$ cat config.mk
export PLATFORM = sky130hd
export DESIGN_NAME = eps_host_ctrl
export DESIGN_NICKNAME = d
export VERILOG_FILES = /design/src/eps_spi_shift.v /design/src/eps_host_ctrl.v
export VERILOG_INCLUDE_DIRS = /design/src /design/src/pkg
export SDC_FILE = /design/constraint.sdc
export NUM_CORES = 1
export LEC_CHECK = 0
export ABC_AREA = 1
export ABC_CLOCK_PERIOD_IN_PS = 1770
export CAP_MARGIN = 20
export CELL_PAD_IN_SITES_DETAIL_PLACEMENT = 0
export CELL_PAD_IN_SITES_GLOBAL_PLACEMENT = 1
export CORE_UTILIZATION = 40
export CTS_BUF_LIST = sky130_fd_sc_hd__clkbuf_8
export CTS_CLUSTER_SIZE = 28
export DETAILED_ROUTE_END_ITERATION = 6
export DONT_BUFFER_PORTS = 1
export PLACE_DENSITY_LB_ADDON = 0.1
export SETUP_SLACK_MARGIN = 0.2
export SYNTH_ARGS = -nofsm -noshare
export SYNTH_HDL_FRONTEND = slang
export SYNTH_SLANG_ARGS = --single-unit
export TNS_END_PERCENT = 100
$ cat constraint.sdc
create_clock -name clk_in -period 1.77 [get_ports clk_in]
set_input_delay 0.0885 -clock clk_in [delete_from_list [all_inputs] [get_ports clk_in]]
set_output_delay 0.0885 -clock clk_in [all_outputs]
set_load 0.02 [all_outputs]
$ cat src/pkg/eps_regs.vh
// constants of the display sequencer controller: commands, offsets, timing
`ifndef EPS_REGS_VH
`define EPS_REGS_VH
// device command bytes
`define EPS_CMD_PANEL 8'h01
`define EPS_CMD_GATEV 8'h03
`define EPS_CMD_SRCV 8'h04
`define EPS_CMD_ENTRY 8'h11
`define EPS_CMD_UPDATE 8'h20
`define EPS_CMD_UPCTL 8'h22
`define EPS_CMD_WRRAM 8'h24
`define EPS_CMD_VSENSE 8'h28
`define EPS_CMD_VPROG 8'h2A
`define EPS_CMD_STATUS 8'h2D
`define EPS_CMD_WFPROG 8'h30
`define EPS_CMD_LUT 8'h32
`define EPS_CMD_SELPROG 8'h36
`define EPS_CMD_SELWR 8'h37
`define EPS_CMD_DUMMY 8'h3A
`define EPS_CMD_GLW 8'h3B
`define EPS_CMD_BORDER 8'h3C
`define EPS_CMD_XWIN 8'h44
`define EPS_CMD_YWIN 8'h45
`define EPS_CMD_XADR 8'h4E
`define EPS_CMD_YADR 8'h4F
`define EPS_CMD_FEEDBK 8'hF0
// data bytes
`define EPS_DAT_FEEDBK 8'h1F
`define EPS_DAT_CLKON 8'h80
`define EPS_DAT_HVON 8'h40
`define EPS_DAT_HVOFF 8'h02
`define EPS_DAT_CLKOFF 8'h01
`define EPS_DAT_ZERO 8'h00
// slot state codes and positions in the selection byte
`define EPS_SLOT_FRESH 2'h0
`define EPS_SLOT_DEF 2'h1
`define EPS_SLOT_USED 2'h3
`define EPS_SEL_COMMON_ELECTRODE_VOLTAGE_HI 7
`define EPS_SEL_COMMON_ELECTRODE_VOLTAGE_LO 6
`define EPS_SEL_WF_HI 5
`define EPS_SEL_WF_LO 4
// avalon register offsets (byte addresses)
`define EPS_REG_CTRL 4'h0
`define EPS_REG_STAT 4'h4
`define EPS_REG_CMD 4'h8
`define EPS_REG_RDAT 4'hC
// control field: bit0 go, bit1 data (1) or command (0), bit2 read
`define EPS_CTRL_GO 0
`define EPS_CTRL_DC 1
`define EPS_CTRL_RD 2
// status field positions
`define EPS_STAT_BUSYLINE 0
`define EPS_STAT_XFER 1
`define EPS_STAT_SLOTSFULL 2
// serial clock half period in clk cycles (20 MHz / 8 = 2.5 MHz)
`define EPS_SCK_HALF 4'h4
// hardware reset pulse: 10 us at 50 ns
`define EPS_RESET_NS 10000
`define EPS_CLK_NS 50
`endif

$ cat src/eps_spi_shift.v
// one byte serial shifter towards the display driver, write or read
`timescale 1ns/1ps
module eps_spi_shift (
   input wire clk_in,
   input wire rstn_in,
   input wire start_in,
   input wire read_in,
   input wire [7:0] byte_in,
   input wire sda_in,
   output reg sck_out,
   output reg sda_out,
   output reg sda_oe_out,
   output reg [7:0] byte_out,
   output wire done_out,
   output wire active_out
);
`include "eps_regs.vh"
   reg [3:0] div;
   reg [3:0] bits;
   reg [7:0] shreg;
   reg run;
   reg done;
   reg sda_s1;
   reg sda_s2;
   reg rd;
   assign done_out = done;
   assign active_out = run;
   always @(posedge clk_in) begin
      sda_s1 <= sda_in;
      sda_s2 <= sda_s1;
   end
   // msb first, data set up on falling edge, sampled on rising edge
   always @(posedge clk_in) begin
      if (!rstn_in) begin
         div <= 4'h0;
         bits <= 4'h0;
         shreg <= 8'h00;
         run <= 1'b0;
         done <= 1'b0;
         rd <= 1'b0;
         sck_out <= 1'b0;
         sda_out <= 1'b0;
         sda_oe_out <= 1'b0;
         byte_out <= 8'h00;
      end else begin
         done <= 1'b0;
         if (!run) begin
            if (start_in) begin
               run <= 1'b1;
               rd <= read_in;
               shreg <= byte_in;
               bits <= 4'h0;
               div <= 4'h0;
               sda_out <= byte_in[7];
               sda_oe_out <= !read_in;
            end
         end else if (div == `EPS_SCK_HALF - 4'h1) begin
            div <= 4'h0;
            if (!sck_out) begin
               sck_out <= 1'b1;
               if (rd)
                  shreg <= {shreg[6:0], sda_s2};
            end else begin
               sck_out <= 1'b0;
               if (bits == 4'h7) begin
                  run <= 1'b0;
                  done <= 1'b1;
                  sda_oe_out <= 1'b0;
                  byte_out <= shreg;
               end else begin
                  bits <= bits + 4'h1;
                  if (!rd) begin
                     shreg <= {shreg[6:0], 1'b0};
                     sda_out <= shreg[6];
                  end
               end
            end
         end else begin
            div <= div + 4'h1;
         end
      end
   end
endmodule // eps_spi_shift

$ cat src/eps_host_ctrl.v
// host controller that drives the display driver through its serial pins
//
// Chosen here: the register addresses and the Avalon-MM slave port.
`timescale 1ns/1ps
`include "eps_regs.vh"
module eps_host_ctrl #(
   parameter RESET_CYCLES = (`EPS_RESET_NS + `EPS_CLK_NS - 1) / `EPS_CLK_NS
) (
   input wire clk_in,
   input wire rstn_in,
   input wire [3:0] avs_address_in,
   input wire avs_read_in,
   input wire avs_write_in,
   input wire [31:0] avs_writedata_in,
   output reg [31:0] avs_readdata_out,
   output wire avs_waitrequest_out,
   input wire busy_in,
   input wire sda_in,
   output wire sck_out,
   output wire sda_out,
   output wire sda_oe_out,
   output reg dc_out,
   output reg csn_out,
   output reg resn_out
);
   ////////////////////////////////////////////////////////////////////////
   localparam [4:0] ST_RESET = 5'h01;
   localparam [4:0] ST_IDLE = 5'h02;
   localparam [4:0] ST_WAITBUSY = 5'h04;
   localparam [4:0] ST_SHIFT = 5'h08;
   localparam [4:0] ST_DONE = 5'h10;

   reg [4:0] state;
   reg [4:0] next_state;
   reg [15:0] rst_cnt;
   reg busy_s1;
   reg busy_s2;
   reg [7:0] cmd_byte;
   reg want_dc;
   reg want_rd;
   reg pending;
   reg [7:0] rd_byte;
   reg slots_full;
   reg ack;
   reg start;
   wire shift_done;
   wire shift_active;
   wire [7:0] shift_byte;
   wire [1:0] sel_common_electrode_voltage;
   wire [1:0] sel_wf;
   wire sel_wr;

   ////////////////////////////////////////////////////////////////////////
   // busy pin comes from the device's own clock domain
   always @(posedge clk_in) begin
      busy_s1 <= busy_in;
      busy_s2 <= busy_s1;
   end

   eps_spi_shift u_shift (
      .clk_in(clk_in),
      .rstn_in(rstn_in),
      .start_in(start),
      .read_in(want_rd),
      .byte_in(cmd_byte),
      .sda_in(sda_in),
      .sck_out(sck_out),
      .sda_out(sda_out),
      .sda_oe_out(sda_oe_out),
      .byte_out(shift_byte),
      .done_out(shift_done),
      .active_out(shift_active)
   );

   ////////////////////////////////////////////////////////////////////////
   // avalon slave: writes and reads answer at once, no wait states.
   // a byte write while a transfer runs is dropped; software polls status.
   assign avs_waitrequest_out = 1'b0;

   always @* begin
      case (avs_address_in)
         `EPS_REG_CTRL:
            avs_readdata_out = {29'h0, want_rd, want_dc, pending};
         `EPS_REG_STAT:
            avs_readdata_out = {29'h0, slots_full, pending | shift_active,
               busy_s2};
         `EPS_REG_CMD:
            avs_readdata_out = {24'h0, cmd_byte};
         `EPS_REG_RDAT:
            avs_readdata_out = {24'h0, rd_byte};
         default:
            avs_readdata_out = 32'h0;
      endcase
   end

   always @(posedge clk_in) begin
      if (!rstn_in) begin
         cmd_byte <= 8'h00;
         want_dc <= 1'b0;
         want_rd <= 1'b0;
         pending <= 1'b0;
      end else begin
         if (avs_write_in && avs_address_in == `EPS_REG_CMD && !pending)
            cmd_byte <= avs_writedata_in[7:0];
         if (avs_write_in && avs_address_in == `EPS_REG_CTRL && !pending
             && avs_writedata_in[`EPS_CTRL_GO]) begin
            want_dc <= avs_writedata_in[`EPS_CTRL_DC];
            want_rd <= avs_writedata_in[`EPS_CTRL_RD];
            pending <= 1'b1;
         end else if (ack) begin
            pending <= 1'b0;
         end
      end
   end

   ////////////////////////////////////////////////////////////////////////
   // sequencer: reset pulse, then one byte per request, gated by busy
   always @* begin
      next_state = state;
      start = 1'b0;
      ack = 1'b0;
      case (state)
         ST_RESET:
            if (rst_cnt == 16'h0)
               next_state = ST_IDLE;
         ST_IDLE:
            if (pending)
               next_state = ST_WAITBUSY;
         ST_WAITBUSY:
            if (!busy_s2) begin
               start = 1'b1;
               next_state = ST_SHIFT;
            end
         ST_SHIFT:
            if (shift_done)
               next_state = ST_DONE;
         ST_DONE: begin
            ack = 1'b1;
            next_state = ST_IDLE;
         end
         default:
            next_state = ST_RESET;
      endcase
   end

   always @(posedge clk_in) begin
      if (!rstn_in) begin
         state <= ST_RESET;
         rst_cnt <= RESET_CYCLES[15:0];
         resn_out <= 1'b0;
         csn_out <= 1'b1;
         dc_out <= 1'b0;
      end else begin
         state <= next_state;
         if (state == ST_RESET) begin
            if (rst_cnt != 16'h0)
               rst_cnt <= rst_cnt - 16'h1;
            resn_out <= (rst_cnt == 16'h0);
         end
         if (start) begin
            csn_out <= 1'b0;
            // command or data byte, in the order firmware queues them
            dc_out <= want_dc;
         end else if (state == ST_DONE) begin
            csn_out <= 1'b1;
         end
      end
   end

   ////////////////////////////////////////////////////////////////////////
   // selection byte check after a status read (command 2D's data byte)
   assign sel_common_electrode_voltage = shift_byte[`EPS_SEL_COMMON_ELECTRODE_VOLTAGE_HI:`EPS_SEL_COMMON_ELECTRODE_VOLTAGE_LO];
   assign sel_wf = shift_byte[`EPS_SEL_WF_HI:`EPS_SEL_WF_LO];
   assign sel_wr = shift_done && want_rd;

   always @(posedge clk_in) begin
      if (!rstn_in) begin
         rd_byte <= 8'h00;
         slots_full <= 1'b0;
      end else if (sel_wr) begin
         rd_byte <= shift_byte;
         slots_full <= (sel_common_electrode_voltage == `EPS_SLOT_USED) ||
            (sel_wf == `EPS_SLOT_USED);
      end
   end
endmodule // eps_host_ctrl

**Word level (Yosys, flattened, before mapping)**

Cells that the tools add are included.

- Bits in registers: 78
- Latch bits: 0
- Memory bits (writable): 0
- Bits in read-only memories: 0
- Input port bits: 42
- Output and inout port bits: 39
- Logic and storage cells: 124
- Memories: 0

- $add $sub $neg: 3
- Multipliers: 0
- Div/mod/pow operators: 0
- $lt $le $gt $ge: 0
- Equality and inequality tests: 24
- Shifts and indexed selects: 0
- Mux-type cells: 45
- Bitwise gates (word level): 2
- Reductions and logical operators: 25

Operators with widths:

| operator | number |
|---|---|
| $mux 8 | 7 |
| $pmux 8 s4 | 1 |
| $mux 4 | 7 |
| $mux 1 | 25 |
| $pmux 5 s5 | 1 |
| $mux 5 | 4 |
| $reduce_and 4->1 | 5 |
| $logic_not 16->1 | 1 |
| $reduce_bool 16->1 | 1 |
| $sub 16x1->16 const B | 1 |
| $ne 2x2->1 const B | 7 |
| $reduce_and 5->1 | 2 |
| $add 4x1->4 const B | 2 |
| $eq 4x3->1 const B | 2 |
| $eq 4x4->1 const B | 2 |
| $logic_and 1x1->1 | 6 |
| $ne 3x3->1 const B | 2 |
| $reduce_and 2->1 | 3 |
| $reduce_bool 2->1 | 3 |
| $eq 5x1->1 const B | 1 |
| $eq 5x2->1 const B | 1 |
| $eq 5x3->1 const B | 1 |
| $eq 5x4->1 const B | 1 |
| $eq 5x5->1 const B | 1 |
| 9 further kinds | 12 |

**Longest topological paths before layout**

Gate-level depths: netlist of run 1.

- Depth after elaboration: 5
- Depth in mapped cells: 11
- Depth with buffers taken out: 11

**By module**

From an unflattened synthesis of run 1, not the netlist that was laid out.

- Cells, all modules: 550
- Area total of the unflattened synthesis: 3932.5 sq um

Modules (own cells, without submodules):

| module | times used | cells each | area each (sq um) | seq. area each (sq um) |
|---|---|---|---|---|
| eps_host_ctrl | 1 | 355 | 2412.3 | 920.9 |
| eps_spi_shift | 1 | 195 | 1520.2 | 640.6 |

**Worst setup path before layout of run 1**

Ideal clock, no wire load.

- Path type: register to register
- From: register rst_cnt[0]
- To: register rst_cnt[1]
- Setup time: 0.116 ns
- Data arrival time: 1.340 ns
- Data required time: 1.654 ns
- Path slack: 0.313 ns
- Cell stages (with the launch flop): 11
- Path buffers: 1
- Period minus slack after synthesis: 1.457 ns
- Cells stage by stage: dfxtp_1 inv_1 ha_1 nand2_2 nor2_4 nand2_2 nand2_4 inv_2 buf_6 o21ai_1 a21oi_1

- Cells in the longest elaborated chain, start to end: 2
- Elaborated cells on any way between the ends: 3
- Those cells by class: add/sub: 1; reduce/logical: 2

RTL lines:

| element | line | text |
|---|---|---|
| start, declared | eps_host_ctrl.v:35 | `reg [15:0] rst_cnt;` |
| start signal, assigned | eps_host_ctrl.v:149 | `rst_cnt <= RESET_CYCLES[15:0];` |
| start signal, assigned | eps_host_ctrl.v:157 | `rst_cnt <= rst_cnt - 16'h1;` |
| branches (longest 2 deep; another with $sub 16x1->16) | - |  |

Several ways; the timed one is not identified.
A chain may end at the register's enable or synchronous reset.

**Worst setup path in the final report of run 1**

- From: register u_shift.div[1]
- To: register u_shift.shreg[5]

- Cells in the longest elaborated chain, start to end: 3

RTL lines:

| element | line | text |
|---|---|---|
| start, declared | eps_spi_shift.v:18 | `reg [3:0] div;` |
| start signal, assigned | eps_spi_shift.v:79 | `div <= div + 4'h1;` |
| $eq 4x2->1 | eps_spi_shift.v:57 | `` end else if (div == `EPS_SCK_HALF - 4'h1) begin `` |
| $ne 2x2->1 (no line) | - |  |
| $reduce_and 5->1 (no line) | - |  |
| end signal, assigned | eps_spi_shift.v:51 | `shreg <= byte_in;` |
| end signal, assigned | eps_spi_shift.v:62 | `shreg <= {shreg[6:0], sda_s2};` |
| end signal, assigned | eps_spi_shift.v:73 | `shreg <= {shreg[6:0], 1'b0};` |
| end, declared | eps_spi_shift.v:20 | `reg [7:0] shreg;` |

Every way passes these cells.

==> results of run 1 <==
-- sequential cells by signal (all words and copies together) (netlist names), 4 cells and up --
register	count
state	5
u_shift.div	4
u_shift.byte_out	8
rd_byte	8
rst_cnt	16
cmd_byte	8
u_shift.bits	4
u_shift.shreg	8
-- what timing repair did --
action	4_1_cts	5_1_grt
gates cloned	0	1
endpoints found under the setup margin	11	38
setup buffers	0	7
resized for setup	3	44
endpoints found under the hold margin	42	0
pin swaps	0	12
hold buffers	12	0
-- per-layer routing --
metal,vias up,track usage
met4,0,0.08145
met5,-,0
met3,8,0.04805
met2,50,0.3199
li1,1763,-
met1,1544,0.2394
-- cells by family (layout without fill, tap and decap cells) --
family | count (synthesis) | in the layout
AOI/OAI and AO/OA | 94 | 94
xor gates and xnor gates | 7 | 7
adders and majority gates | 3 | 3
buffers and inverters | 104 | 116
DFF | 78 | 78
other | 1 | 25
and+or+nand+nor | 260 | 261
-- stage by stage --
stage / cell area, um^2 / power, mW / worst slack (ps) / hold WS [ps] / util
2_1_floorplan: 3918 / 2.853 / 313.5 / 116.2 / -
3_3_place_gp: 3950 / 3.043 / 189.8 / 116.3 / 0.4275
3_5_place_dp: 3950 / 3.054 / 173.7 / 116.3 / 0.4275
4_1_cts: 4303 / 4.592 / 185.2 / 34.08 / 0.4657
5_1_grt: 4497 / 4.956 / 102.7 / 78.89 / 0.4867
6_report: 4497 / 4.665 / 195.6 / 46.40 / 0.4867
-- layout by cell type (no fill, tap or decap), types with 4 or more instances in the layout --
cell	Yosys	routed
nand2_1	125	120
dfxtp_1	78	74
nor2_1	72	64
inv_1	60	58
o21ai_0	43	39
a21oi_1	37	37
conb_1	1	25
nand3_1	25	23
buf_4	26	20
dlygate4sd3_1	0	11
clkbuf_8	0	10
nor2_2	5	9
nand2_2	5	9
nand4_1	7	7
inv_2	4	6
o21ai_1	2	5
nor2_4	1	5
xor2_1	5	5
o22ai_1	5	5
nor3_1	6	4
nand3_2	2	4
dfxtp_2	0	4
-- area by class of cell --
cell class	instances	area share
flip-flops and latches	78	0.3484
multi-input cells	390	0.4380
well taps	129	0.03589
inverters	65	0.05593
clock inverters	5	0.01697
clock buffers	10	0.03061
repair buffers	36	0.07429
-- Yosys cell counts, types with 3 or more instances --
library cell / count / area share
a21oi_1: 37 / 0.048
buf_4: 26 / 0.051
buf_6: 3 / 0.0088
clkbuf_1: 7 / 0.0069
dfxtp_1: 78 / 0.41
ha_1: 3 / 0.0098
inv_1: 60 / 0.059
inv_2: 4 / 0.0039
nand2_1: 125 / 0.12
nand2_2: 5 / 0.0082
nand3_1: 25 / 0.033
nand4_1: 7 / 0.011
nor2_1: 72 / 0.071
nor2_2: 5 / 0.0082
nor3_1: 6 / 0.0078
o2111ai_1: 3 / 0.0069
o21ai_0: 43 / 0.056
o22ai_1: 5 / 0.0082
xor2_1: 5 / 0.011
-- path summary, 6_finish.rpt --
check / to / startpoint / slack [ps] / cells past startpoint
min: want_dc / avs_writedata_in[0] / 50 / 4
max: u_shift.shreg[5] / u_shift.div[1] / 200 / 9
min reg2reg: u_shift.sda_s2 / u_shift.sda_s1 / 330 / 0
max reg2reg: u_shift.shreg[5] / u_shift.div[1] / 200 / 9
-- worst max-delay path, delay by kind of cell (launching register included) --
kind          cells  cell delay (ps)
simple gates      7              940
flops             1              370
fa+ha+maj         1              150
buf+inv           1               40
-- power by group through the flow --
stage / Combinational, mW / Sequential (mW) / Clock, mW
floorplan: 0.850 / 2.00 / 0
global placement: 1.01 / 2.03 / 0
detailed placement: 1.02 / 2.03 / 0
CTS: 1.08 / 1.99 / 1.52
global route: 1.33 / 2.02 / 1.60
finish: 1.19 / 2.00 / 1.47
==> reports/metrics.yaml, run 1 <==
dr_wl_met2_um: 4446
nets: 625
ant_nets: 0
yosysWarnings: 0
maxSlewHeadroom: 0.6463
grt_pass1_wl_um: 14870
clock_tree.buffer_depth: 2
antenna_found_initial: 0
critPathMaxStageDelay_ps: 370
gp_congestion: 0.8075
syn-cell-area_um2: 3827
crit_fanout: 8
fin_skew_ps: 6.112
status: "finished clean"
grt_usage: 0.1932
die_area_um2: 9964
cp-end-kind: "register"
num_vias: 3365
setup_tns_ps: 0
fp-row-count: 35
drive_gt1_frac: 0.1592
post-route-period-util: 0.8895
fill_cells: 975
synth_cell_types: 38
io_buffers: 0
fp.dieW_um: 99.82
dp_cells: 678
route.detailed.drc: 0
final-hold-violation-count: 0
cts_sinks: 78
vias_per_cell: 4.719
htree_levels: 3
muxShareOfSynthArea: 0
synth_fa_ha_area_frac: 0.009807
ys_seq_elements: 78
dp_hpwl_um: 6178
pwr-share-seq: 0.429
wire_per_inst_um: 12.79
leakage_nw: 1.890
synth_xor_area_frac: 0.01602
io_pins: 81
grt-ovfl-total: 0
syn_inst: 547
start_util: 0.4142
drtIter0Drc: 95
grt_pass1_vias: 3049
synth.avg_cell_area_um2: 6.997
worst_ep_required_time_ps: 2070
worst_pin_slew_ps: 527.7
grt_max_degree: 42
insertedDiodeCount: 0
dr.pass1.iters: 4
die_h_um: 99.82
finalMaxSlewViolations: 0
power_frac_comb: 0.256
clkTransAtPathRegs_ps: 80
fin_crit_ps: 1574
wl_met3_um: 284
ff_latch_area_um2: 1567
seq_area_frac_synth: 0.4080
drt-met1-wl_um: 4248
crit_chain: "ha_4 > inv_4 > nor3_4 > nor2_4 > nor2_4 > nand3_4 > nand2_2 > nand2_2 > nor2_1"
p_sw_frac: 0.3237
synth_edf_count: 0
slowest_stage: "dfxtp_2"
core_area_um2: 9240
hold_path_class: "input port to register"
startpoint_type: "register"
synth_compound_area_frac: 0.1295
ys.flop_type: "dfxtp_1"
worstSkewPairLatency_ps: 360
synthToLayoutAreaGrowth_pct: 17.49
synth_top_family_by_area: "simple AND/OR/NAND/NOR gates"
multi_input_area_um2: 1969
root_buffer: "clkbuf_8"
top_layer_used: "met4"
finalNonFillerCells: 713
net-switching-power_mw: 1.510
ir_drop_mv: 0.4525
setup_violations: 0
p_int_mw: 3.155
cts_tree: "done"
cts_made_buffers: 9
power_density_nw_per_um2: 1037
wirelength_um: 9121
maxCapViolCount: 0
synth_simple_gate_area_frac: 0.3017
rsz0062_at_grt: "yes"
worstPathArrival_ps: 1880
power_frac_clock: 0.315
max_freq_mhz: 635.2
async_flop_share: 0
critical_path_class: "register to register"
(Power assumes the default switching activity.)
==> run 2: changes to the inputs <==
--- a/config.mk
+++ b/config.mk
@@ -9,7 +9,7 @@
 export ABC_AREA = 1
 export ABC_CLOCK_PERIOD_IN_PS = 1770
 export CAP_MARGIN = 20
-export CELL_PAD_IN_SITES_DETAIL_PLACEMENT = 0
+export CELL_PAD_IN_SITES_DETAIL_PLACEMENT = 1
 export CELL_PAD_IN_SITES_GLOBAL_PLACEMENT = 1
 export CORE_UTILIZATION = 40
 export CTS_BUF_LIST = sky130_fd_sc_hd__clkbuf_8
==> reports/metrics.yaml, run 2 (same netlist as run 1, synthesis figures left out) <==
dpl_cell_area_um2: 3950  # unchanged
net-switching-power_mw: 1.616  # +7.0%
clkTransAtPathRegs_ps: 90  # about the same
cts_made_buffers: 9  # unchanged
p_sw_frac: 0.3285  # +0.004856
clock_tree.buffer_depth: 2  # unchanged
r2r_slack_ps: 220  # +30 ps
fin_crit_ps: 1548  # -26.12 ps
worst_pin_slew_ps: 532.6  # +4.924 ps
critPathBufInv: 2  # +1
dp_cells: 678  # unchanged
worstPathArrival_ps: 1800  # -80 ps
start_util: 0.4142  # unchanged
antenna_found_initial: 0  # unchanged
final_cell_mix: "122 x nand2_1, 73 x dfxtp_1, 62 x nor2_1, 55 x inv_1, 38 x o21ai_0"
ir_drop_mv: 0.3787  # -16%
dr.pass1.iters: 4  # unchanged
max_freq_mhz: 645.9  # +1.7%
fin_skew_ps: 14.15  # +8.043 ps
power_frac_clock: 0.346  # +0.031
fill_cells: 1214  # +25%
power_frac_comb: 0.246  # -0.010
route.detailed.drc: 0  # unchanged
drtIter0Drc: 73  # -23%
worstSkewPairLatency_ps: 360  # about the same
cpMostUsedCell: "nor2_4"
ff_latch_area_um2: 1570  # +0.24%
multi_input_area_um2: 1971  # about the same
finalNonFillerCells: 716  # +0.42%
drive_gt1_frac: 0.1670  # +0.007704
grt_pass1_wl_um: 16850  # +13%
critPathMaxStageDelay_ps: 370  # about the same
nets: 627  # +0.32%
crit_fanout: 4  # -4
slowest_stage: "dfxtp_2"
post-route-period-util: 0.8747  # -0.01476
wire_per_inst_um: 14.24  # +11%
insertedDiodeCount: 0  # unchanged
htree_levels: 3  # unchanged
startpoint_type: "register"
finalMaxSlewViolations: 0  # unchanged
critical_path_class: "register to register"
synthToLayoutAreaGrowth_pct: 18.89
gp_congestion: 0.8075  # unchanged
root_buffer: "clkbuf_8"
critPathTopFamily: "simple AND/OR/NAND/NOR gates"
power_density_nw_per_um2: 1081  # +4.2%
grt-ovfl-total: 0  # unchanged
vias_per_cell: 4.911  # +4.0%
regMostFlops: "rst_cnt"
cts_sinks: 78  # unchanged
final_common_cell: "nand2_1"
die_h_um: 99.82  # unchanged
ant_nets: 0  # unchanged
grt_pass1_vias: 3591  # +18%
fp-row-count: 35  # unchanged
rsz0062_at_grt: "yes"
pwr-share-seq: 0.408  # -0.021
setup_tns_ps: 0  # unchanged
worst_ep_required_time_ps: 2020  # -50 ps
cp-end-kind: "register"
stdcell_area_um2: 4551  # +1.2%
hold_path_class: "input port to register"
fp.dieW_um: 99.82  # unchanged
leakage_nw: 1.911  # +1.1%
crit_chain: "ha_4 > inv_4 > nor3_4 > nand3_2 > nor2_4 > nor2_4 > buf_6 > nand2_1 > o21ai_1"
dp_hpwl_um: 7128  # +15%
final-hold-violation-count: 0  # unchanged
finalPower_mw: 4.919  # +5.4%
die_area_um2: 9964  # unchanged
io_pins: 81  # unchanged
p_int_mw: 3.303  # +4.7%
maxCapViolCount: 0  # unchanged
wirelength_um: 10200  # +12%
cts_tree: "done"
num_vias: 3516  # +4.5%
maxSlewHeadroom: 0.6430  # -0.003300
io_buffers: 0  # unchanged
largest_reg_flops: 16  # unchanged
status: "finished clean"
core_area_um2: 9240  # unchanged
grt_usage: 0.2161  # +0.02289
setup_violations: 0  # unchanged
grt_max_degree: 42  # unchanged
run 2: worst paths after layout:
path                            start                   to  cells past startpoint
setup / recovery       u_shift.div[1]  u_shift.byte_out[2]                      9
hold reg to reg        u_shift.sda_s1       u_shift.sda_s2                      0
hold / removal    avs_writedata_in[0]              want_dc                      4
setup reg to reg       u_shift.div[1]  u_shift.byte_out[2]                      9
run 2: layout make-up:
class	count	area share
repair buffers	38	0.07589
well taps	129	0.03547
inverters	65	0.05472
clock inverters	7	0.02860
flip-flops and latches	78	0.3451
clock buffers	9	0.02722
multi-input cells	390	0.4330
run 2: layer usage:
layer,part of all wire,up-vias,track usage
met1,0.44,1672,0.2478
met4,0.020,0,0.09050
met3,0.022,18,0.03760
li1,-,1778,-
met5,0,-,0
met2,0.52,48,0.3947
run 2: tightest hold or removal path, delay by kind of cell:
family	cells	cell delay, ps
simple gates	3	150
compound gates	1	130
run 2: repair_timing:
item,4_1_cts,5_1_grt
setup buffers,1,8
gates cloned,1,0
resized for setup,12,36
setup endpoints to repair,27,39
pin swaps,3,11
hold buffers,12,0
hold endpoints to repair,42,0
run 2: through the flow:
stage	setup WS (ps)	hold WS, ps	util
floorplan	313.5	116.2	-
global placement	189.8	116.3	0.4275
detailed placement	110.5	116.3	0.4275
CTS	200.0	37.99	0.4760
global route	85.92	76.80	0.4925
finish	221.7	50.76	0.4925
run 2: power groups by stage:
stage	Sequential [mW]	Combinational [mW]	Clock (mW)
after floorplan	2.00	0.850	0
after global placement	2.03	1.01	0
after detailed placement	2.04	1.04	0
after CTS	2.00	1.11	1.74
after global routing	2.02	1.37	1.82
final	2.01	1.21	1.70
